## src/common/nibble_alu_defines.svh

```systemverilog
// Purpose: Addresses, flag positions and reset values of the nibble ALU.
// Assumes: Seven-bit system-register address seen on the register port.
// Notes: Included by bare name from the design and the bench.
`ifndef NIBBLE_ALU_DEFINES_SVH
`define NIBBLE_ALU_DEFINES_SVH
`define ALU_ADDR_W 7
`define ALU_ADDR_DECIMAL 7'h7e
`define ALU_ADDR_STATUS 7'h7f
`define ALU_BIT_DECIMAL 0
`define ALU_BIT_INDEX 0
`define ALU_BIT_ZERO 1
`define ALU_BIT_CARRY 2
`define ALU_BIT_COMPARE 3
`define ALU_FLAG_RESET 1'b0
`define ALU_NIBBLE_ZERO 4'h0
`define ALU_BCD_MAX 5'h09
`define ALU_BCD_ADJUST 5'h06
`endif

```

## src/common/nibble_alu_pkg.sv

```systemverilog
// Purpose: Types shared by the nibble ALU and its users.
// Assumes: Operations arrive one per cycle from the instruction decoder.
// Notes: Constants live in nibble_alu_defines.svh.
package nibble_alu_pkg;
  typedef enum logic [3:0] {
    op_none = 4'h0,
    op_add = 4'h1,
    op_add_with_carry = 4'h2,
    op_subtract = 4'h3,
    op_subtract_with_borrow = 4'h4,
    op_or = 4'h5,
    op_and = 4'h6,
    op_xor = 4'h7,
    op_skip_if_bits_true = 4'h8,
    op_skip_if_bits_false = 4'h9,
    op_skip_if_equal = 4'ha,
    op_skip_if_unequal = 4'hb,
    op_skip_if_greater_equal = 4'hc,
    op_skip_if_less = 4'hd,
    op_rotate_right_through_carry = 4'he
  } alu_op_t;

  typedef enum logic {
    form_reg_mem = 1'b0,
    form_mem_imm = 1'b1
  } alu_form_t;

  typedef struct packed {
    logic valid;
    alu_op_t op;
    alu_form_t form;
    logic [3:0] reg_val;
    logic [3:0] mem_val;
    logic [3:0] imm_val;
  } alu_req_t;

  typedef struct packed {
    logic valid;
    logic reg_we;
    logic mem_we;
    logic [3:0] data;
    logic skip;
  } alu_res_t;

  typedef struct packed {
    logic [6:0] addr;
    logic [3:0] wdata;
    logic we;
    logic re;
  } sysreg_req_t;
endpackage

```

## src/design/nibble_alu.sv

```systemverilog
// Purpose: Four-bit ALU with zero, carry, compare and decimal flags.
// Assumes: One request per cycle; the sequencer acts on the answer next cycle.
// Notes: Flags are read and written as system-register nibbles.
`timescale 1ns/1ps
`include "nibble_alu_defines.svh"

module nibble_alu (
  input wire logic core_clk_i,
  input wire logic sys_rst_i,
  input nibble_alu_pkg::alu_req_t req_i,
  output nibble_alu_pkg::alu_res_t res_o,
  input nibble_alu_pkg::sysreg_req_t sysreg_i,
  output logic [3:0] sysreg_rdata_o,
  output logic index_enable_o
);
  import nibble_alu_pkg::*;

  logic zero_q;
  logic carry_q;
  logic compare_q;
  logic decimal_q;
  logic index_q;
  logic [3:0] rdata_q;
  alu_res_t res_q;

  logic [3:0] a_op;
  logic [3:0] b_op;
  logic is_arith;
  logic is_sub;
  logic use_carry;
  logic [4:0] arith_out;
  logic [4:0] cmp_out;
  logic [3:0] rot_out;
  logic arith_zero;
  logic mem_form;
  logic wr_status;

  // Adds or subtracts two nibbles with carry in; returns {carry or borrow, nibble}.
  function automatic logic [4:0] nibble_arith(input logic [3:0] a, input logic [3:0] b,
                                               input logic cin, input logic sub, input logic bcd);
    logic [4:0] raw;
    logic [4:0] adj;
    raw = 5'h00;
    adj = 5'h00;
    if (sub) begin
      raw = {1'b0, a} - {1'b0, b} - {4'h0, cin};
      adj = raw - `ALU_BCD_ADJUST;
      nibble_arith = (bcd && raw[4]) ? {1'b1, adj[3:0]} : raw;
    end else begin
      raw = {1'b0, a} + {1'b0, b} + {4'h0, cin};
      adj = raw + `ALU_BCD_ADJUST;
      nibble_arith = (bcd && raw > `ALU_BCD_MAX) ? {1'b1, adj[3:0]} : raw;
    end
  endfunction

  assign mem_form = (req_i.form == form_mem_imm);
  assign a_op = mem_form ? req_i.mem_val : req_i.reg_val;
  assign b_op = mem_form ? req_i.imm_val : req_i.mem_val;
  assign is_arith = req_i.valid && (req_i.op == op_add || req_i.op == op_add_with_carry ||
                    req_i.op == op_subtract || req_i.op == op_subtract_with_borrow);
  assign is_sub = (req_i.op == op_subtract) || (req_i.op == op_subtract_with_borrow);
  assign use_carry = (req_i.op == op_add_with_carry) || (req_i.op == op_subtract_with_borrow);
  assign arith_out = nibble_arith(a_op, b_op, use_carry & carry_q, is_sub, decimal_q);
  assign cmp_out = nibble_arith(req_i.mem_val, req_i.imm_val, 1'b0, 1'b1, 1'b0);
  assign rot_out = {carry_q, req_i.reg_val[3:1]};
  assign arith_zero = (arith_out[3:0] == `ALU_NIBBLE_ZERO);
  assign wr_status = sysreg_i.we && (sysreg_i.addr == `ALU_ADDR_STATUS);

  // zero flag update; an arithmetic operation outranks a software write.
  always_ff @(posedge core_clk_i) begin
    if (sys_rst_i) begin
      zero_q <= `ALU_FLAG_RESET;
    end else if (is_arith) begin
      zero_q <= compare_q ? (zero_q & arith_zero) : arith_zero;
    end else if (wr_status) begin
      zero_q <= sysreg_i.wdata[`ALU_BIT_ZERO];
    end
  end

  always_ff @(posedge core_clk_i) begin
    if (sys_rst_i) begin
      carry_q <= `ALU_FLAG_RESET;
    end else if (is_arith) begin
      carry_q <= arith_out[4];
    end else if (req_i.valid && req_i.op == op_rotate_right_through_carry) begin
      carry_q <= req_i.reg_val[0];
    end else if (wr_status) begin
      carry_q <= sysreg_i.wdata[`ALU_BIT_CARRY];
    end
  end

  // bit tests clear the compare flag.
  always_ff @(posedge core_clk_i) begin
    if (sys_rst_i) begin
      compare_q <= `ALU_FLAG_RESET;
    end else if (req_i.valid && (req_i.op == op_skip_if_bits_true || req_i.op == op_skip_if_bits_false)) begin
      compare_q <= 1'b0;
    end else if (wr_status) begin
      compare_q <= sysreg_i.wdata[`ALU_BIT_COMPARE];
    end
  end

  // decimal and index flags change only by software.
  always_ff @(posedge core_clk_i) begin
    if (sys_rst_i) begin
      decimal_q <= `ALU_FLAG_RESET;
      index_q <= `ALU_FLAG_RESET;
    end else begin
      if (sysreg_i.we && sysreg_i.addr == `ALU_ADDR_DECIMAL) begin
        decimal_q <= sysreg_i.wdata[`ALU_BIT_DECIMAL];
      end
      if (wr_status) begin
        index_q <= sysreg_i.wdata[`ALU_BIT_INDEX];
      end
    end
  end

  // status nibble layout on reads; unmapped reads give zero.
  always_ff @(posedge core_clk_i) begin
    if (sys_rst_i) begin
      rdata_q <= `ALU_NIBBLE_ZERO;
    end else if (sysreg_i.re && sysreg_i.addr == `ALU_ADDR_STATUS) begin
      rdata_q <= {compare_q, carry_q, zero_q, index_q};
    end else if (sysreg_i.re && sysreg_i.addr == `ALU_ADDR_DECIMAL) begin
      rdata_q <= {3'h0, decimal_q};
    end else begin
      rdata_q <= `ALU_NIBBLE_ZERO;
    end
  end

  // Result and destination; handles every operation in one cycle.
  always_ff @(posedge core_clk_i) begin
    if (sys_rst_i) begin
      res_q <= '0;
    end else begin
      res_q <= '0;
      res_q.valid <= req_i.valid;
      if (req_i.valid) begin
        case (req_i.op)
          // stores blocked while compare is set.
          op_add, op_add_with_carry, op_subtract, op_subtract_with_borrow: begin
            res_q.data <= arith_out[3:0];
            res_q.reg_we <= !compare_q && !mem_form;
            res_q.mem_we <= !compare_q && mem_form;
          end
          op_or: begin
            res_q.data <= a_op | b_op;
            res_q.reg_we <= !mem_form;
            res_q.mem_we <= mem_form;
          end
          op_and: begin
            res_q.data <= a_op & b_op;
            res_q.reg_we <= !mem_form;
            res_q.mem_we <= mem_form;
          end
          op_xor: begin
            res_q.data <= a_op ^ b_op;
            res_q.reg_we <= !mem_form;
            res_q.mem_we <= mem_form;
          end
          op_skip_if_bits_true: res_q.skip <= ((req_i.mem_val & req_i.imm_val) == req_i.imm_val);
          op_skip_if_bits_false: res_q.skip <= ((req_i.mem_val & req_i.imm_val) == `ALU_NIBBLE_ZERO);
          op_skip_if_equal: res_q.skip <= (cmp_out[3:0] == `ALU_NIBBLE_ZERO);
          op_skip_if_unequal: res_q.skip <= (cmp_out[3:0] != `ALU_NIBBLE_ZERO);
          op_skip_if_greater_equal: res_q.skip <= !cmp_out[4];
          op_skip_if_less: res_q.skip <= cmp_out[4];
          op_rotate_right_through_carry: begin
            res_q.data <= rot_out;
            res_q.reg_we <= 1'b1;
          end
          default: res_q.valid <= req_i.valid;
        endcase
      end
    end
  end

  // single skip output from the result register.
  assign res_o = res_q;
  assign sysreg_rdata_o = rdata_q;
  assign index_enable_o = index_q;

  // Arithmetic results, destinations and carries.
  a_add_sum: assert property (@(posedge core_clk_i) disable iff (sys_rst_i)
    req_i.valid && req_i.op == op_add && !decimal_q && !compare_q
    |=> res_o.data == 4'($past(a_op) + $past(b_op)) && (res_o.reg_we ^ res_o.mem_we))
    else $error("add result wrong");
  a_operand_form: assert property (@(posedge core_clk_i) disable iff (sys_rst_i)
    req_i.valid && req_i.op == op_add && req_i.form == form_mem_imm && !decimal_q
    |=> res_o.data == 4'($past(req_i.mem_val) + $past(req_i.imm_val)))
    else $error("immediate operand not used");
  a_carry_out: assert property (@(posedge core_clk_i) disable iff (sys_rst_i)
    req_i.valid && req_i.op == op_add && !decimal_q
    |=> carry_q == ($past({1'b0, a_op}) + $past({1'b0, b_op}) > 5'h0f))
    else $error("carry out wrong");
  a_add_with_carry_sum: assert property (@(posedge core_clk_i) disable iff (sys_rst_i)
    req_i.valid && req_i.op == op_add_with_carry && !decimal_q
    |=> res_o.data == 4'($past(a_op) + $past(b_op) + $past(carry_q)))
    else $error("add with carry wrong");
  a_sub_diff: assert property (@(posedge core_clk_i) disable iff (sys_rst_i)
    req_i.valid && req_i.op == op_subtract && !decimal_q
    |=> res_o.data == 4'($past(a_op) - $past(b_op)) && carry_q == ($past(a_op) < $past(b_op)))
    else $error("subtract wrong");
  a_subtract_with_borrow_diff: assert property (@(posedge core_clk_i) disable iff (sys_rst_i)
    req_i.valid && req_i.op == op_subtract_with_borrow && !decimal_q
    |=> res_o.data == 4'($past(a_op) - $past(b_op) - $past(carry_q)))
    else $error("subtract with borrow wrong");
  a_dest_form: assert property (@(posedge core_clk_i) disable iff (sys_rst_i)
    is_arith && !compare_q
    |=> res_o.mem_we == $past(mem_form) && res_o.reg_we == !$past(mem_form))
    else $error("arithmetic destination wrong");
  a_bcd_digit: assert property (@(posedge core_clk_i) disable iff (sys_rst_i)
    is_arith && decimal_q && a_op <= 4'h9 && b_op <= 4'h9 && !compare_q
    |=> res_o.data <= 4'h9)
    else $error("decimal digit invalid");
  a_bcd_carry: assert property (@(posedge core_clk_i) disable iff (sys_rst_i)
    req_i.valid && req_i.op == op_add && decimal_q && a_op <= 4'h9 && b_op <= 4'h9
    |=> carry_q == (5'($past(a_op)) + 5'($past(b_op)) > 5'h09))
    else $error("decimal carry wrong");

  // Status flags and the register port.
  a_zero_follow: assert property (@(posedge core_clk_i) disable iff (sys_rst_i)
    is_arith && !compare_q
    |=> zero_q == (res_o.data == 4'h0))
    else $error("zero flag wrong");
  a_zero_hold: assert property (@(posedge core_clk_i) disable iff (sys_rst_i)
    is_arith && compare_q && !zero_q
    |=> !zero_q)
    else $error("zero flag set under compare");
  a_zero_clear: assert property (@(posedge core_clk_i) disable iff (sys_rst_i)
    is_arith && compare_q && !arith_zero
    |=> !zero_q)
    else $error("zero flag kept on non-zero result");
  a_cmp_nostore: assert property (@(posedge core_clk_i) disable iff (sys_rst_i)
    is_arith && compare_q
    |=> !res_o.reg_we && !res_o.mem_we)
    else $error("store while compare set");
  a_logic_store: assert property (@(posedge core_clk_i) disable iff (sys_rst_i)
    req_i.valid && (req_i.op == op_or || req_i.op == op_and || req_i.op == op_xor) && compare_q
    |=> res_o.reg_we ^ res_o.mem_we)
    else $error("logic store blocked by compare");
  a_status_read: assert property (@(posedge core_clk_i) disable iff (sys_rst_i)
    sysreg_i.re && sysreg_i.addr == `ALU_ADDR_STATUS
    |=> sysreg_rdata_o == {$past(compare_q), $past(carry_q), $past(zero_q), $past(index_q)})
    else $error("status read wrong");
  a_status_write: assert property (@(posedge core_clk_i) disable iff (sys_rst_i)
    wr_status && !req_i.valid
    |=> {compare_q, carry_q, zero_q, index_q} == $past(sysreg_i.wdata))
    else $error("status write lost");
  a_decimal_read: assert property (@(posedge core_clk_i) disable iff (sys_rst_i)
    sysreg_i.re && sysreg_i.addr == `ALU_ADDR_DECIMAL
    |=> sysreg_rdata_o == {3'h0, $past(decimal_q)})
    else $error("decimal read wrong");
  a_decimal_keep: assert property (@(posedge core_clk_i) disable iff (sys_rst_i)
    !(sysreg_i.we && sysreg_i.addr == `ALU_ADDR_DECIMAL)
    |=> $stable(decimal_q))
    else $error("decimal flag changed");

  // Logical operations.
  a_or_bits: assert property (@(posedge core_clk_i) disable iff (sys_rst_i)
    req_i.valid && req_i.op == op_or && req_i.form == form_reg_mem
    |=> res_o.data == ($past(req_i.reg_val) | $past(req_i.mem_val)) && res_o.reg_we && !res_o.mem_we)
    else $error("or result wrong");
  a_and_bits: assert property (@(posedge core_clk_i) disable iff (sys_rst_i)
    req_i.valid && req_i.op == op_and && req_i.form == form_mem_imm
    |=> res_o.data == ($past(req_i.mem_val) & $past(req_i.imm_val)) && res_o.mem_we && !res_o.reg_we)
    else $error("and result wrong");
  a_xor_bits: assert property (@(posedge core_clk_i) disable iff (sys_rst_i)
    req_i.valid && req_i.op == op_xor
    |=> res_o.data == ($past(a_op) ^ $past(b_op)))
    else $error("xor result wrong");
  a_logic_flags: assert property (@(posedge core_clk_i) disable iff (sys_rst_i)
    req_i.valid && req_i.op == op_xor && !sysreg_i.we
    |=> $stable(carry_q) && $stable(zero_q) && $stable(decimal_q))
    else $error("logic op changed flags");

  // Bit tests and comparisons.
  a_bits_clear: assert property (@(posedge core_clk_i) disable iff (sys_rst_i)
    req_i.valid && req_i.op == op_skip_if_bits_true
    |=> !compare_q && !res_o.reg_we && !res_o.mem_we)
    else $error("bit test side effects");
  a_true_skip: assert property (@(posedge core_clk_i) disable iff (sys_rst_i)
    req_i.valid && req_i.op == op_skip_if_bits_true
    |=> res_o.skip == (($past(req_i.mem_val) & $past(req_i.imm_val)) == $past(req_i.imm_val)))
    else $error("bits true skip wrong");
  a_false_skip: assert property (@(posedge core_clk_i) disable iff (sys_rst_i)
    req_i.valid && req_i.op == op_skip_if_bits_false
    |=> !compare_q && !res_o.reg_we && !res_o.mem_we
    && res_o.skip == (($past(req_i.mem_val) & $past(req_i.imm_val)) == 4'h0))
    else $error("bits false test wrong");
  a_equal_skip: assert property (@(posedge core_clk_i) disable iff (sys_rst_i)
    req_i.valid && req_i.op == op_skip_if_equal
    |=> res_o.skip == ($past(req_i.mem_val) == $past(req_i.imm_val)))
    else $error("equal compare wrong");
  a_unequal_skip: assert property (@(posedge core_clk_i) disable iff (sys_rst_i)
    req_i.valid && req_i.op == op_skip_if_unequal
    |=> res_o.skip == ($past(req_i.mem_val) != $past(req_i.imm_val)))
    else $error("unequal compare wrong");
  a_ge_skip: assert property (@(posedge core_clk_i) disable iff (sys_rst_i)
    req_i.valid && req_i.op == op_skip_if_greater_equal
    |=> res_o.skip == ($past(req_i.mem_val) >= $past(req_i.imm_val)))
    else $error("greater equal compare wrong");
  a_less_skip: assert property (@(posedge core_clk_i) disable iff (sys_rst_i)
    req_i.valid && req_i.op == op_skip_if_less
    |=> res_o.skip == ($past(req_i.mem_val) < $past(req_i.imm_val)))
    else $error("less compare wrong");
  a_judge_flags: assert property (@(posedge core_clk_i) disable iff (sys_rst_i)
    req_i.valid && req_i.op >= op_skip_if_equal && req_i.op <= op_skip_if_less && !sysreg_i.we
    |=> $stable(carry_q) && $stable(zero_q) && $stable(compare_q) && !res_o.reg_we && !res_o.mem_we)
    else $error("comparison changed state");

  // Rotation and the skip output.
  a_rotate_bits: assert property (@(posedge core_clk_i) disable iff (sys_rst_i)
    req_i.valid && req_i.op == op_rotate_right_through_carry
    |=> res_o.data == {$past(carry_q), $past(req_i.reg_val[3:1])} && carry_q == $past(req_i.reg_val[0]))
    else $error("rotate wrong");
  a_rotate_store: assert property (@(posedge core_clk_i) disable iff (sys_rst_i)
    req_i.valid && req_i.op == op_rotate_right_through_carry
    |=> res_o.reg_we && !res_o.mem_we && !res_o.skip)
    else $error("rotate destination wrong");
  a_rotate_flags: assert property (@(posedge core_clk_i) disable iff (sys_rst_i)
    req_i.valid && req_i.op == op_rotate_right_through_carry && !sysreg_i.we
    |=> $stable(zero_q) && $stable(compare_q) && $stable(decimal_q))
    else $error("rotate changed other flags");
  a_skip_only: assert property (@(posedge core_clk_i) disable iff (sys_rst_i)
    res_o.skip
    |-> $past(req_i.valid) && $past(req_i.op) >= op_skip_if_bits_true
    && $past(req_i.op) <= op_skip_if_less)
    else $error("stray skip");
  a_idle_quiet: assert property (@(posedge core_clk_i) disable iff (sys_rst_i)
    !req_i.valid
    |=> res_o == '0)
    else $error("answer without request");

  c_bcd_add: cover property (@(posedge core_clk_i) is_arith && decimal_q && arith_out[4]);
  c_skip_taken: cover property (@(posedge core_clk_i) res_o.skip);
  c_cmp_block: cover property (@(posedge core_clk_i) is_arith && compare_q);
  c_rotate: cover property (@(posedge core_clk_i) req_i.valid && req_i.op == op_rotate_right_through_carry);
  c_sub_borrow: cover property (@(posedge core_clk_i) is_arith && is_sub && arith_out[4]);
endmodule

```

## config.mk

```make
export PLATFORM = sky130hd
export DESIGN_NAME = nibble_alu
export DESIGN_NICKNAME = d
export VERILOG_FILES = /design/src/common/nibble_alu_pkg.sv /design/src/design/nibble_alu.sv
export VERILOG_INCLUDE_DIRS = /design/src /design/src/common
export SDC_FILE = /design/constraint.sdc
export NUM_CORES = 1
export LEC_CHECK = 0
export ABC_AREA = 0
export CORE_MARGIN = 2
export CORE_UTILIZATION = 60
export CTS_BUF_LIST = sky130_fd_sc_hd__clkbuf_16
export CTS_CLUSTER_DIAMETER = 60
export CTS_CLUSTER_SIZE = 40
export DETAILED_ROUTE_END_ITERATION = 16
export DONT_BUFFER_PORTS = 1
export PLACE_DENSITY = 0.76
export SLEW_MARGIN = 40
export SYNTH_ARGS = -nofsm -noshare
export SYNTH_HDL_FRONTEND = slang
export SYNTH_SLANG_ARGS = --single-unit
```

## constraint.sdc

```tcl
create_clock -name core_clk_i -period 5.65 [get_ports core_clk_i]
set_clock_uncertainty 0.15 [all_clocks]
set_input_delay 0.565 -clock core_clk_i [delete_from_list [all_inputs] [get_ports core_clk_i]]
set_output_delay 0.565 -clock core_clk_i [all_outputs]
set_load 0.05 [all_outputs]
```

# Yosys cells after proc, flatten, opt, wreduce, memory -nomap -nowiden
# Cells that the tools add are included.
# totals
reg_bits,17
out_inout_bits,13
in_bits,33
wordCells,91
# op_classes
muxes,18
bitwise_logic,7
n_reduce_logical,30
addsub,7
magnitude_cmp,1
eq_ne,17
# op_table
cell,count
$eq 4x4->1 const B,7
$pmux 4 s5,1
$eq 4x3->1 const B,4
$mux 5,3
$eq 7x7->1 const B,2
$logic_not 4->1,3
$mux 4,3
$logic_and 1x1->1,11
$sub 4x4->5,2
$and 4x4->4,2
$eq 4x2->1 const B,2
$mux 8,1
$mux 1,7
$logic_or 1x1->1,6
$pmux 1 s6,1
$add 4x4->5,1
$add 5x1->5,1
$gt 5x4->1 const B,1
$sub 5x1->5,1
$add 4x3->4 const B,1
$eq 4x1->1 const B,1
$eq 4x4->1,1
$or 4x4->4,1
$reduce_bool 4->1,1
other kinds (12),16

# Depth between registers and ports, before layout
# Gate-level depths: netlist of the first run.
# logic_depth
ltp_word,12
ltp_mapped,16
depth_no_buf,14

# Least setup slack after synthesis of the first run
# No wires, ideal clock.
# synth_timing
path_kind,in2reg
startpoint,in req_i[14] (netlist bit)
endpoint,reg zero_q
t_arrival_ps,3536
n_path_buf,2
path_slack_ps,1850
setup_ps,114
required_ps,5386
cell_stages,16
cell_sequence,buf_1 > buf_1 > xor2_1 > and3_1 > inv_1 > fa_1 > inv_1 > fa_1 > xnor2_2 > ha_1 > a22o_1 > nor3b_2 > o21ai_1 > a221oi_2 > nor4_1 > a21o_1
# synth_via
elab_chain_len,12
elab_cells_between_ends,26
cone_classes,add/sub (4); order compare (1); eq/ne (4); mux (5); bitwise (2); reduce/logical (10)
# synth_lines
element,line,text
"start, declared",nibble_alu.sv:10,"input nibble_alu_pkg::alu_req_t req_i,"
$eq 4x2->1 or $eq 4x3->1 (tied branches),n/a,
$logic_or 1x1->1,nibble_alu.sv:62,assign use_carry = (req_i.op == op_add_with_carry) || (req_i.op == op_subtract_with_borrow);
$and 1x1->1,nibble_alu.sv:63,"assign arith_out = nibble_arith(a_op, b_op, use_carry & carry_q, is_sub, decimal_q);"
$add 5x1->5,nibble_alu.sv:50,"raw = {1'b0, a} + {1'b0, b} + {4'h0, cin};"
$gt 5x4->1 (no source line),n/a,
$logic_and 1x1->1 (no source line),n/a,
$mux 5,nibble_alu.sv:52,"nibble_arith = (bcd && raw > `ALU_BCD_MAX) ? {1'b1, adj[3:0]} : raw;"
$mux 5,nibble_alu.sv:45,if (sub) begin
$logic_not 4->1 (no source line),n/a,
$and 1x1->1,nibble_alu.sv:74,zero_q <= compare_q ? (zero_q & arith_zero) : arith_zero;
$mux 1,nibble_alu.sv:74,
$mux 1,nibble_alu.sv:73,end else if (is_arith) begin
"end signal, assigned",nibble_alu.sv:72,zero_q <= `ALU_FLAG_RESET;
"end signal, assigned",nibble_alu.sv:74,
"end signal, assigned",nibble_alu.sv:76,zero_q <= sysreg_i.wdata[`ALU_BIT_ZERO];
"end, declared",nibble_alu.sv:18,logic zero_q;
# Parallel ways exist; a longest one is shown, timed or not.
# A chain may end at the register's enable or synchronous reset.

# Worst setup path in the final report of the first run
# layout_timing
startpoint,in req_i[12] (netlist bit)
endpoint,reg zero_q
# layout_via
elab_chain_len,11
elab_cells_between_ends,18
cone_classes,add/sub (6); order compare (1); mux (7); bitwise (1); reduce/logical (3)
# layout_lines
element,line
"$mux 4, on equally long branches","nibble_alu.sv:57, nibble_alu.sv:58"
$add 4x4->5,nibble_alu.sv:50
$add 5x1->5,nibble_alu.sv:50
$gt 5x4->1 (no source line),n/a
$logic_and 1x1->1 (no source line),n/a
$mux 5,nibble_alu.sv:52
$mux 5 *,nibble_alu.sv:45
$logic_not 4->1 (no source line) *,n/a
$and 1x1->1,nibble_alu.sv:74
$mux 1 *,nibble_alu.sv:74
$mux 1 *,nibble_alu.sv:73
# Every way passes the cells marked *; elsewhere a longest branch is shown, timed or not.

==> impl_metrics.env, run 1 <==
export IMPL_worst_setup_path_start_kind="input pin"
export IMPL_antenna_cells=0
export IMPL_grt_pass1_vias=1467
export IMPL_io_pin_count=46
export IMPL_ir_worst_vdd_uv=89.6
export IMPL_seqCellArea_um2=340
export IMPL_rows=21
export IMPL_leakage_nw=0.954
export IMPL_critPathArrivalTime_ps=3350
export IMPL_wl_met1_um=1890
export IMPL_coreArea_mm2=0.00328
export IMPL_hold_end="carry_q"
export IMPL_path_clk_slew_ps=50
export IMPL_period_share_pct=59.4
export IMPL_synth_seq_cells=17
export IMPL_cp_data_required_time_ps=5640
export IMPL_clkSinkCount=17
export IMPL_p_switching_uw=138
export IMPL_setup_viol=0
export IMPL_syn_nets=317
export IMPL_p_per_area_mw_per_mm2=201
export IMPL_worstHoldPathCells=1
export IMPL_hold_viol_final=0
export IMPL_htreeDepth=1
export IMPL_yosysUniqueCellTypes=56
export IMPL_drt_iter0_markers=92
export IMPL_clock_power_share_pct=33.2
export IMPL_yosysTopAreaCell="dfxtp_1"
export IMPL_end_kind="flop"
export IMPL_synth_avg_cell_area_um2=7.98
export IMPL_die_width_um=62.0
export IMPL_viasPerCell=5.89
export IMPL_nets=311
export IMPL_slew_headroom_pct=63.8
export IMPL_rr_endpoint="zero_q"
export IMPL_antenna_found_initial=0
export IMPL_synth_warnings=0
export IMPL_critPathKind="in2reg"
export IMPL_wl_met3_um=272
export IMPL_wl_um=4220
export IMPL_ys_flop_type="dfxtp_1"
export IMPL_cts_setup_buffers=0
export IMPL_synth_edf_count=0
export IMPL_p_int_uw=285
export IMPL_die_h_um=62.0
export IMPL_r2r_start="carry_q"
export IMPL_synth_top_area_share_pct=16.9
export IMPL_synth_cells=253
export IMPL_multiInputGateArea_mm2=0.00153
export IMPL_hold_ws_ps=235
export IMPL_outcome="completed"
export IMPL_cts_path_max_buffers=2
export IMPL_tns_ps=0
export IMPL_power_uw=422
export IMPL_instances_no_fill=292
export IMPL_fmax_mhz=298
export IMPL_p_comb_share_pct=35.7
export IMPL_fill_cells=292
export IMPL_dr_total_vias=1719
export IMPL_gp_congestion=0.918
export IMPL_drt_pre_antenna_iters=4
export IMPL_seq_power_share_pct=31.1
export IMPL_grt_max_degree=23
export IMPL_cts_tree="done"
export IMPL_grt_setup_unrepaired="no"
export IMPL_hold_path_startpoint="sys_rst_i"
export IMPL_fin_crit_ps=3360
export IMPL_syn_to_final_growth_pct=4.15
export IMPL_worst_pin_slew_ps=542
export IMPL_yosysMostFrequentCell="ha_1"
export IMPL_switching_share_pct=32.6
export IMPL_cts_root_buf="clkbuf_16"
export IMPL_rrSetupSlack_ps=2530
export IMPL_ant_nets=0
export IMPL_yosys_top_cells_area="dfxtp_1 (17%), ha_1 (16%), mux2i_1 (6.0%)"
export IMPL_grt_pass1_wl_um=6530
export IMPL_start_util_pct=61.4
export IMPL_route_detailed_drc=0
export IMPL_grt_use_total_pct=22.8
export IMPL_cts_buffers=3
export IMPL_overflow=0
export IMPL_clk_latency_ps=250
export IMPL_cap_violations=0
export IMPL_port_buffer_count=0
export IMPL_hold_buffers=0
export IMPL_drv_slew=0
export IMPL_wl_per_cell_um=14.4
export IMPL_wl_met2_um=1980
export IMPL_reg2reg_depth=13
export IMPL_synth_top_cells_by_count="ha_1 (26), inv_1 (25), nor2_1 (21)"
export IMPL_dp_hpwl_um=3450
export IMPL_async_flop_share_pct=0
export IMPL_dieArea_mm2=0.00384
export IMPL_ctsResizeCount=0
export IMPL_top_layer="met4"
export IMPL_hold_path_class="in2reg"
export IMPL_ys_seq_area_share_pct=16.9
export IMPL_drive_gt1_share_pct=5.28
export IMPL_synth_area_mm2=0.00202
export IMPL_path_max_fanout=15
export IMPL_placedCellCount=288
==> worst max path at each step <==
stage	endpoint	cells past startpoint	slack, ps	start
6_report	zero_q	12	2290	req_i[12]
5_1_grt	res_o[3]	12	2050	req_i[12]
4_1_cts	zero_q	12	2280	req_i[12]
3_5_place_dp	zero_q	12	2040	req_i[12]
3_3_place_gp	zero_q	12	2110	req_i[12]
2_1_floorplan	zero_q	16	1850	req_i[14]
==> metrics by stage <==
stage | setup WS, ps | cell area (µm²) | util [%]
floorplan | 1850 | 2020 | -
global placement | 2110 | 2020 | 61.6
detailed placement | 2040 | 2020 | 61.6
CTS | 2280 | 2100 | 64.0
global route | 2050 | 2100 | 64.0
finish | 2290 | 2100 | 64.0
==> state kept, by name, indices dropped and copies added, names as in the netlist <==
name,count
decimal_q,1
carry_q,1
index_enable_o,1
compare_q,1
zero_q,1
sysreg_rdata_o,4
res_o,8
==> layout make-up <==
type	count	share of cell area, %
clock inverters	1	0.238
clock buffers	3	3.57
inverters	26	4.64
multi-input cells	199	72.6
well taps	46	2.74
flip-flops and latches	17	16.2
==> logic make-up (layout without fill, tap and decap cells) <==
logic type / count (synthesis) / count (layout) / synth area share (%)
compound gates: 59 / 59 / 20.2
buf+inv: 37 / 30 / 7.50
flops: 17 / 17 / 16.9
simple gates: 85 / 85 / 22.3
mux: 15 / 15 / 7.75
xor+xnor: 9 / 9 / 4.28
fa+ha+maj: 31 / 31 / 21.1
==> worst max-delay path: stages <==
cell and delay [ps]:
mux2i_1 430, fa_1 270, inv_1 50, fa_1 410, xnor2_2 190, ha_1 220
a22o_1 250, nor3b_2 220, o21ai_1 100, a221oi_2 330, nor4_1 110, a21o_1 180
==> per-layer routing <==
layer,vias up,global-route usage [%]
met5,-,0
met4,0,9.12
met3,8,2.90
met2,59,36.2
met1,777,31.3
li1,875,-
==> placed cells by master, fill, tap and decap left out, types with 2 or more instances in the layout <==
cell / n
ha_1: 26
inv_1: 25
nor2_1: 21
nand2_1: 17
dfxtp_1: 17
mux2i_1: 12
o21ai_0: 11
a21oi_1: 8
nand2b_1: 8
and2_1: 6
nor2b_1: 6
xor2_1: 5
nand4_1: 5
nand3_1: 5
a22oi_1: 5
fa_1: 5
o21a_1: 4
o21ai_1: 4
a21o_1: 3
a22o_1: 3
a211oi_1: 3
a31oi_1: 3
xnor2_1: 3
o22ai_1: 3
clkbuf_16: 3
and3_1: 2
or3_1: 2
nand3b_1: 2
a32oi_1: 2
nor3_1: 2
mux2_2: 2
or4_1: 2
==> power by group through the flow <==
stage	sequential (mW)	clock [mW]	combinational, mW
floorplan	0.133	0	0.132
detailed placement	0.134	0	0.151
global placement	0.134	0	0.148
global route	0.132	0.148	0.169
CTS	0.131	0.141	0.151
finish	0.131	0.140	0.151
(Power assumes the default switching activity.)
==> run 2: changes to the inputs <==
--- a/config.mk
+++ b/config.mk
@@ -8,7 +8,7 @@
 export LEC_CHECK = 0
 export ABC_AREA = 0
 export CORE_MARGIN = 2
-export CORE_UTILIZATION = 60
+export CORE_UTILIZATION = 58
 export CTS_BUF_LIST = sky130_fd_sc_hd__clkbuf_16
 export CTS_CLUSTER_DIAMETER = 60
 export CTS_CLUSTER_SIZE = 40
==> constraint.sdc (replaced) <==
create_clock -name core_clk_i -period 2.7 [get_ports core_clk_i]
set_clock_uncertainty 0.15 [all_clocks]
set_input_delay 0.27 -clock core_clk_i [delete_from_list [all_inputs] [get_ports core_clk_i]]
set_output_delay 0.27 -clock core_clk_i [all_outputs]
set_load 0.05 [all_outputs]
==> run 2 against run 1 <==
Effect of this change: the run now ends with negative hold slack, negative setup slack left; critical path depth increased by 1; sequential power grew 110%; final area increased by 11%; critical path type is now reg2reg; largest power group unchanged.
==> impl_metrics.env, run 2 (synthesized netlist as in run 1, its figures left out) <==
export IMPL_outcome="complete, but fails checks"
export IMPL_failed_checks="negative hold slack, negative setup slack"
export IMPL_ir_worst_vdd_uv=197
export IMPL_ant_nets=0
export IMPL_power_uw=969
export IMPL_p_switching_uw=312
export IMPL_instances_no_fill=315
export IMPL_seq_power_share_pct=28.3
export IMPL_drt_pre_antenna_iters=4
export IMPL_grt_pass1_vias=1705
export IMPL_end_kind="flop"
export IMPL_coreArea_mm2=0.00334
export IMPL_die_h_um=63.0
export IMPL_setup_viol=5
export IMPL_hold_viol_final=1
export IMPL_p_per_area_mw_per_mm2=417
export IMPL_cp_data_required_time_ps=2720
export IMPL_rr_endpoint="res_o[3]"
export IMPL_top_register="res_o"
export IMPL_cts_root_buf="clkbuf_16"
export IMPL_drt_iter0_markers=99
export IMPL_dpl_cell_area_mm2=0.00219
export IMPL_fin_crit_ps=2860
export IMPL_path_clk_slew_ps=50
export IMPL_drive_gt1_share_pct=17.1
export IMPL_viasPerCell=5.77
export IMPL_port_buffer_count=0
export IMPL_crit_start="carry_q"
export IMPL_wl_um=4520
export IMPL_grt_max_degree=23
export IMPL_r2r_start="carry_q"
export IMPL_fmax_mhz=349
export IMPL_clkSinkCount=17
export IMPL_io_pin_count=46
export IMPL_wl_per_cell_um=14.4
export IMPL_p_comb_share_pct=41.6
export IMPL_worstHoldPathCells=1
export IMPL_antenna_cells=0
export IMPL_cts_path_max_buffers=2
export IMPL_grt_use_total_pct=24.1
export IMPL_worst_setup_path_start_kind="flop"
export IMPL_critPathKind="reg2reg"
export IMPL_dp_hpwl_um=3670
export IMPL_period_share_pct=106
export IMPL_grt_pass1_wl_um=7600
export IMPL_clock_power_share_pct=30.0
export IMPL_grt_setup_unrepaired="yes"
export IMPL_route_detailed_drc=0
export IMPL_rows=21
export IMPL_slew_headroom_pct=64.6
export IMPL_path_max_fanout=2
export IMPL_worst_pin_slew_ps=530
export IMPL_placedCellCount=309
export IMPL_finalInstanceArea_mm2=0.00233
export IMPL_largest_reg_flops=8
export IMPL_nets=334
export IMPL_fill_cells=288
export IMPL_p_int_uw=657
export IMPL_htreeDepth=1
export IMPL_cap_violations=0
export IMPL_dp_slack_ps=-346
export IMPL_drv_slew=0
export IMPL_overflow=0
export IMPL_leakage_nw=1.07
export IMPL_cts_setup_buffers=0
export IMPL_hold_ws_ps=-0.193
export IMPL_reg2reg_depth=13
export IMPL_dieArea_mm2=0.00397
export IMPL_antenna_found_initial=0
export IMPL_final_cell_mix="ha_1 (25), inv_1 (23), nor2_1 (21), buf_4 (21), nand2_1 (17)"
export IMPL_cts_buffers=3
export IMPL_gp_congestion=1.02
export IMPL_endpoint="res_o[3]"
export IMPL_rrSetupSlack_ps=-160
export IMPL_cts_tree="done"
export IMPL_switching_share_pct=32.2
export IMPL_fin_ws_ps=-163
export IMPL_syn_to_final_growth_pct=15.3
export IMPL_start_util_pct=60.5
export IMPL_critPathArrivalTime_ps=2880
export IMPL_clk_latency_ps=250
export IMPL_dr_total_vias=1818
export IMPL_die_width_um=63.0
export IMPL_hold_path_class="in2reg"
export IMPL_layout_commonest_cell="ha_1"
## run 2: per-layer routing
layer  up-vias  track usage (%)  share of wire (%)
li1        919                -                  -
met1       816             29.2                 42
met2        73             42.2                 48
met3        10             3.24                6.8
met4         0             10.3                2.6
met5         -                0                  0
## run 2: power by group through the flow
stage                     registers (mW)  logic (mW)  clock network [mW]
final                              0.275       0.403               0.291
after global placement             0.279       0.372                   0
after floorplan                    0.279       0.284                   0
after CTS                          0.275       0.394               0.292
after detailed placement           0.279       0.379                   0
after global routing               0.275       0.452               0.304
## run 2: stage by stage
stage	setup TNS, ps	utilization (%)
global route	-1090	69.7
CTS	-501	69.3
floorplan	-2000	-
global placement	-1210	65.7
detailed placement	-1450	65.7
finish	-489	69.7
## run 2: worst min-delay path by stage
stage | to | startpoint | slack (ps)
after floorplan | compare_q | req_i[17] | 240
after global placement | decimal_q | sys_rst_i | 190
final | compare_q | req_i[17] | -0.2
after detailed placement | decimal_q | sys_rst_i | 200
after CTS | compare_q | req_i[17] | 0.1
after global routing | compare_q | req_i[17] | 10
## run 2: worst max-delay path, cell delays in order (launching register included)
cell      delay, ps
dfxtp_2         320
and3_4          170
inv_2            50
fa_2            190
inv_2            40
fa_2            530
inv_2            50
ha_4            150
a22o_1          240
nor3b_2         190
o21ai_1          90
a221oi_2        330
o21ai_1         100
a31oi_1         180
## run 2: layout make-up
cell class | count | area [µm²] | area share, %
clock inverter | 1 | 3.75 | 0.161
multi-input combinational | 199 | 1570 | 67.6
timing repair buffer | 23 | 178 | 7.64
sequential | 17 | 342 | 14.7
tap | 46 | 57.6 | 2.47
inverter | 26 | 97.6 | 4.20
clock buffer | 3 | 75.1 | 3.23
## run 2: what timing repair did
action | CTS | global route
gates resized for setup | 6 | 4
hold buffers | 2 | 0
setup endpoints to repair | 5 | 5
hold endpoints to repair | 5 | 0
pin swaps | 11 | 4
==> run 3: changes to the inputs <==
--- a/config.mk
+++ b/config.mk
@@ -6,7 +6,7 @@
 export SDC_FILE = /design/constraint.sdc
 export NUM_CORES = 1
 export LEC_CHECK = 0
-export ABC_AREA = 0
+export ABC_AREA = 1
 export CORE_MARGIN = 2
 export CORE_UTILIZATION = 58
 export CTS_BUF_LIST = sky130_fd_sc_hd__clkbuf_16
==> run 3 against run 2 <==
Effect of this change: the run ends with negative setup slack left; first-iteration DRC count down 4.0%; sequential power up 2%; critical endpoint is now zero_q; critical path type unchanged; sequential share of layout area down 0.055 points; clock-buffer cell count unchanged; maximum frequency up 2.8%.
==> impl_metrics.env, run 3 <==
export IMPL_outcome="complete, but fails checks"
export IMPL_failed_checks="negative setup slack"
export IMPL_critPathArrivalTime_ps=2820
export IMPL_yosysTopAreaCell="dfxtp_1"
export IMPL_synth_seq_cells=17
export IMPL_dr_total_vias=1930
export IMPL_leakage_nw=1.16
export IMPL_p_per_area_mw_per_mm2=412
export IMPL_synth_avg_cell_area_um2=6.60
export IMPL_drive_gt1_share_pct=24.5
export IMPL_synth_edf_count=0
export IMPL_max_stage_delay_ps=370
export IMPL_die_h_um=62.0
export IMPL_slew_headroom_pct=66.0
export IMPL_synth_top_cells_by_count="inv_1 (60), nand2_1 (58), ha_1 (26)"
export IMPL_worst_path_buf_inv=2
export IMPL_cp_slowest_cell="fa_2"
export IMPL_dpl_cell_area_mm2=0.00214
export IMPL_synth_cells=295
export IMPL_final_cell_mix="nand2_1 (56), inv_1 (54), ha_1 (25)"
export IMPL_cts_path_max_buffers=2
export IMPL_path_delay_family="adder cells"
export IMPL_p_int_uw=622
export IMPL_yosys_top_cells_area="dfxtp_1 (17%), ha_1 (17%), inv_1 (12%)"
export IMPL_fin_crit_ps=2790
export IMPL_die_width_um=62.0
export IMPL_worst_setup_path_start_kind="flop"
export IMPL_p_comb_share_pct=41.4
export IMPL_start_util_pct=59.3
export IMPL_grt_pass1_vias=1629
export IMPL_tns_ps=-85.6
export IMPL_wl_per_cell_um=12.3
export IMPL_synth_top_area_share_pct=17.5
export IMPL_cts_tree="done"
export IMPL_finalInstanceArea_mm2=0.00233
export IMPL_hold_path_class="in2reg"
export IMPL_final_core_util_pct=71.1
export IMPL_drv_slew=0
export IMPL_crit_chain="inv_2 -> a21oi_4 -> buf_4 -> fa_2 -> fa_2 -> or2_2 -> nand2_1 -> ha_1 -> o211ai_1 -> nand2_1 -> nor2_1 -> nand3_1 -> a21oi_2"
export IMPL_syn_nets=359
export IMPL_clock_power_share_pct=29.4
export IMPL_path_clk_slew_ps=50
export IMPL_antenna_found_initial=0
export IMPL_end_kind="flop"
export IMPL_path_max_fanout=2
export IMPL_worst_pin_slew_ps=509
export IMPL_clk_latency_ps=240
export IMPL_power_uw=962
export IMPL_ys_flop_type="dfxtp_1"
export IMPL_syn_to_final_growth_pct=19.8
export IMPL_async_flop_share_pct=0
export IMPL_ant_nets=0
export IMPL_viasPerCell=5.29
export IMPL_hold_viol_final=0
export IMPL_setup_viol=1
export IMPL_dieArea_mm2=0.00384
export IMPL_ir_worst_vdd_uv=171
export IMPL_layout_commonest_cell="nand2_1"
export IMPL_cp_data_required_time_ps=2730
export IMPL_yosysMostFrequentCell="inv_1"
export IMPL_wl_um=4500
export IMPL_synth_area_mm2=0.00195
export IMPL_gp_congestion=0.872
export IMPL_p_switching_uw=339
export IMPL_grt_max_degree=18
export IMPL_cap_violations=0
export IMPL_switching_share_pct=35.3
export IMPL_coreArea_mm2=0.00328
export IMPL_top_register="res_o"
export IMPL_clkSinkCount=17
export IMPL_nets=384
export IMPL_largest_reg_flops=8
export IMPL_drt_pre_antenna_iters=5
export IMPL_cts_root_buf="clkbuf_16"
export IMPL_grt_use_total_pct=23.6
export IMPL_critPathKind="reg2reg"
export IMPL_dp_hpwl_um=3690
export IMPL_io_pin_count=46
export IMPL_route_detailed_drc=0
export IMPL_htreeDepth=1
export IMPL_ys_seq_area_share_pct=17.5
export IMPL_cts_buffers=3
export IMPL_grt_setup_unrepaired="yes"
export IMPL_synth_warnings=0
export IMPL_antenna_cells=0
export IMPL_drt_iter0_markers=95
export IMPL_port_buffer_count=0
export IMPL_fin_ws_ps=-85.6
export IMPL_grt_pass1_wl_um=6840
export IMPL_seq_power_share_pct=29.1
export IMPL_yosysUniqueCellTypes=35
export IMPL_period_share_pct=103
export IMPL_overflow=0
export IMPL_fmax_mhz=359
export IMPL_rows=21
[run 3: changes by cell type after synthesis, sizes merged, moves of 5 or more]
cell,change
nand3,+19
nor2,+6
nor2b,-6
a22oi,-5
buf,-7
a21oi,+7
nand2,+46
xor2,-5
nand2b,-8
mux2i,-13
and2,-5
inv,+41
[run 3: power groups by stage]
stage          Clock (mW)  Sequential, mW  Combinational [mW]
2_1_floorplan           0           0.284               0.263
3_3_place_gp            0           0.284               0.336
3_5_place_dp            0           0.285               0.342
4_1_cts             0.284           0.280               0.359
5_1_grt             0.296           0.281               0.449
6_report            0.283           0.280               0.398
[run 3: path summary, 6_finish.rpt]
kind	endpoint	start	slack [ps]	cells after the start
setup / recovery	zero_q	carry_q	-90	13
hold / removal	res_o[5]	req_i[12]	20	2
setup reg to reg	zero_q	carry_q	-90	13
hold reg to reg	sysreg_rdata_o[1]	zero_q	360	2
[run 3: final cells by class]
type,count,area (µm²)
clock buffer,3,75.1
sequential,17,342
multi-input combinational,209,1430
tap,46,57.6
timing repair buffer,22,171
clock inverter,1,3.75
fill,277,950
inverter,67,254
[run 3: cell families after synthesis]
group / count (synthesis) / synth area share (%)
adder cells (fa/ha/maj): 31 / 21.8
XOR/XNOR: 1 / 0.450
flip-flops: 17 / 17.5
buffers and inverters: 69 / 13.4
AND/OR/NAND/NOR: 128 / 31.1
AO/OA/AOI/OAI: 49 / 15.7
[run 3: metrics by stage]
step	setup slack, ps	cells	hold slack [ps]
after global placement	-271	356	212
after global routing	-269	365	17.1
after floorplan	-191	295	210
after detailed placement	-298	356	217
final	-85.6	365	15.3
after CTS	-18.7	364	12.9
[run 3: worst register-to-register path, cell delays in order (launching register included)]
cell and delay, ps:
dfxtp_2 320, inv_2 70, a21oi_4 40, buf_4 130, fa_2 360, fa_2 370
or2_2 310, nand2_1 70, ha_1 230, o211ai_1 240, nand2_1 120, nor2_1 110
nand3_1 90, a21oi_2 120
[run 3: repair_timing]
action | 4_1_cts | 5_1_grt
setup buffers | 3 | 1
endpoints found under the hold margin | 2 | 0
cloned | 0 | 0
pin swaps | 3 | 9
setup endpoints to repair | 3 | 5
hold buffers | 1 | 0
gates resized for setup | 4 | 18
[run 3: per-layer routing]
metal  GRT usage (%)  up-vias  part of all wire [%]
met4            6.38        0                   1.6
li1                -      991                     -
met5               0        -                     0
met1            29.9      853                    43
met2            41.7       78                    47
met3            3.52        8                   8.0
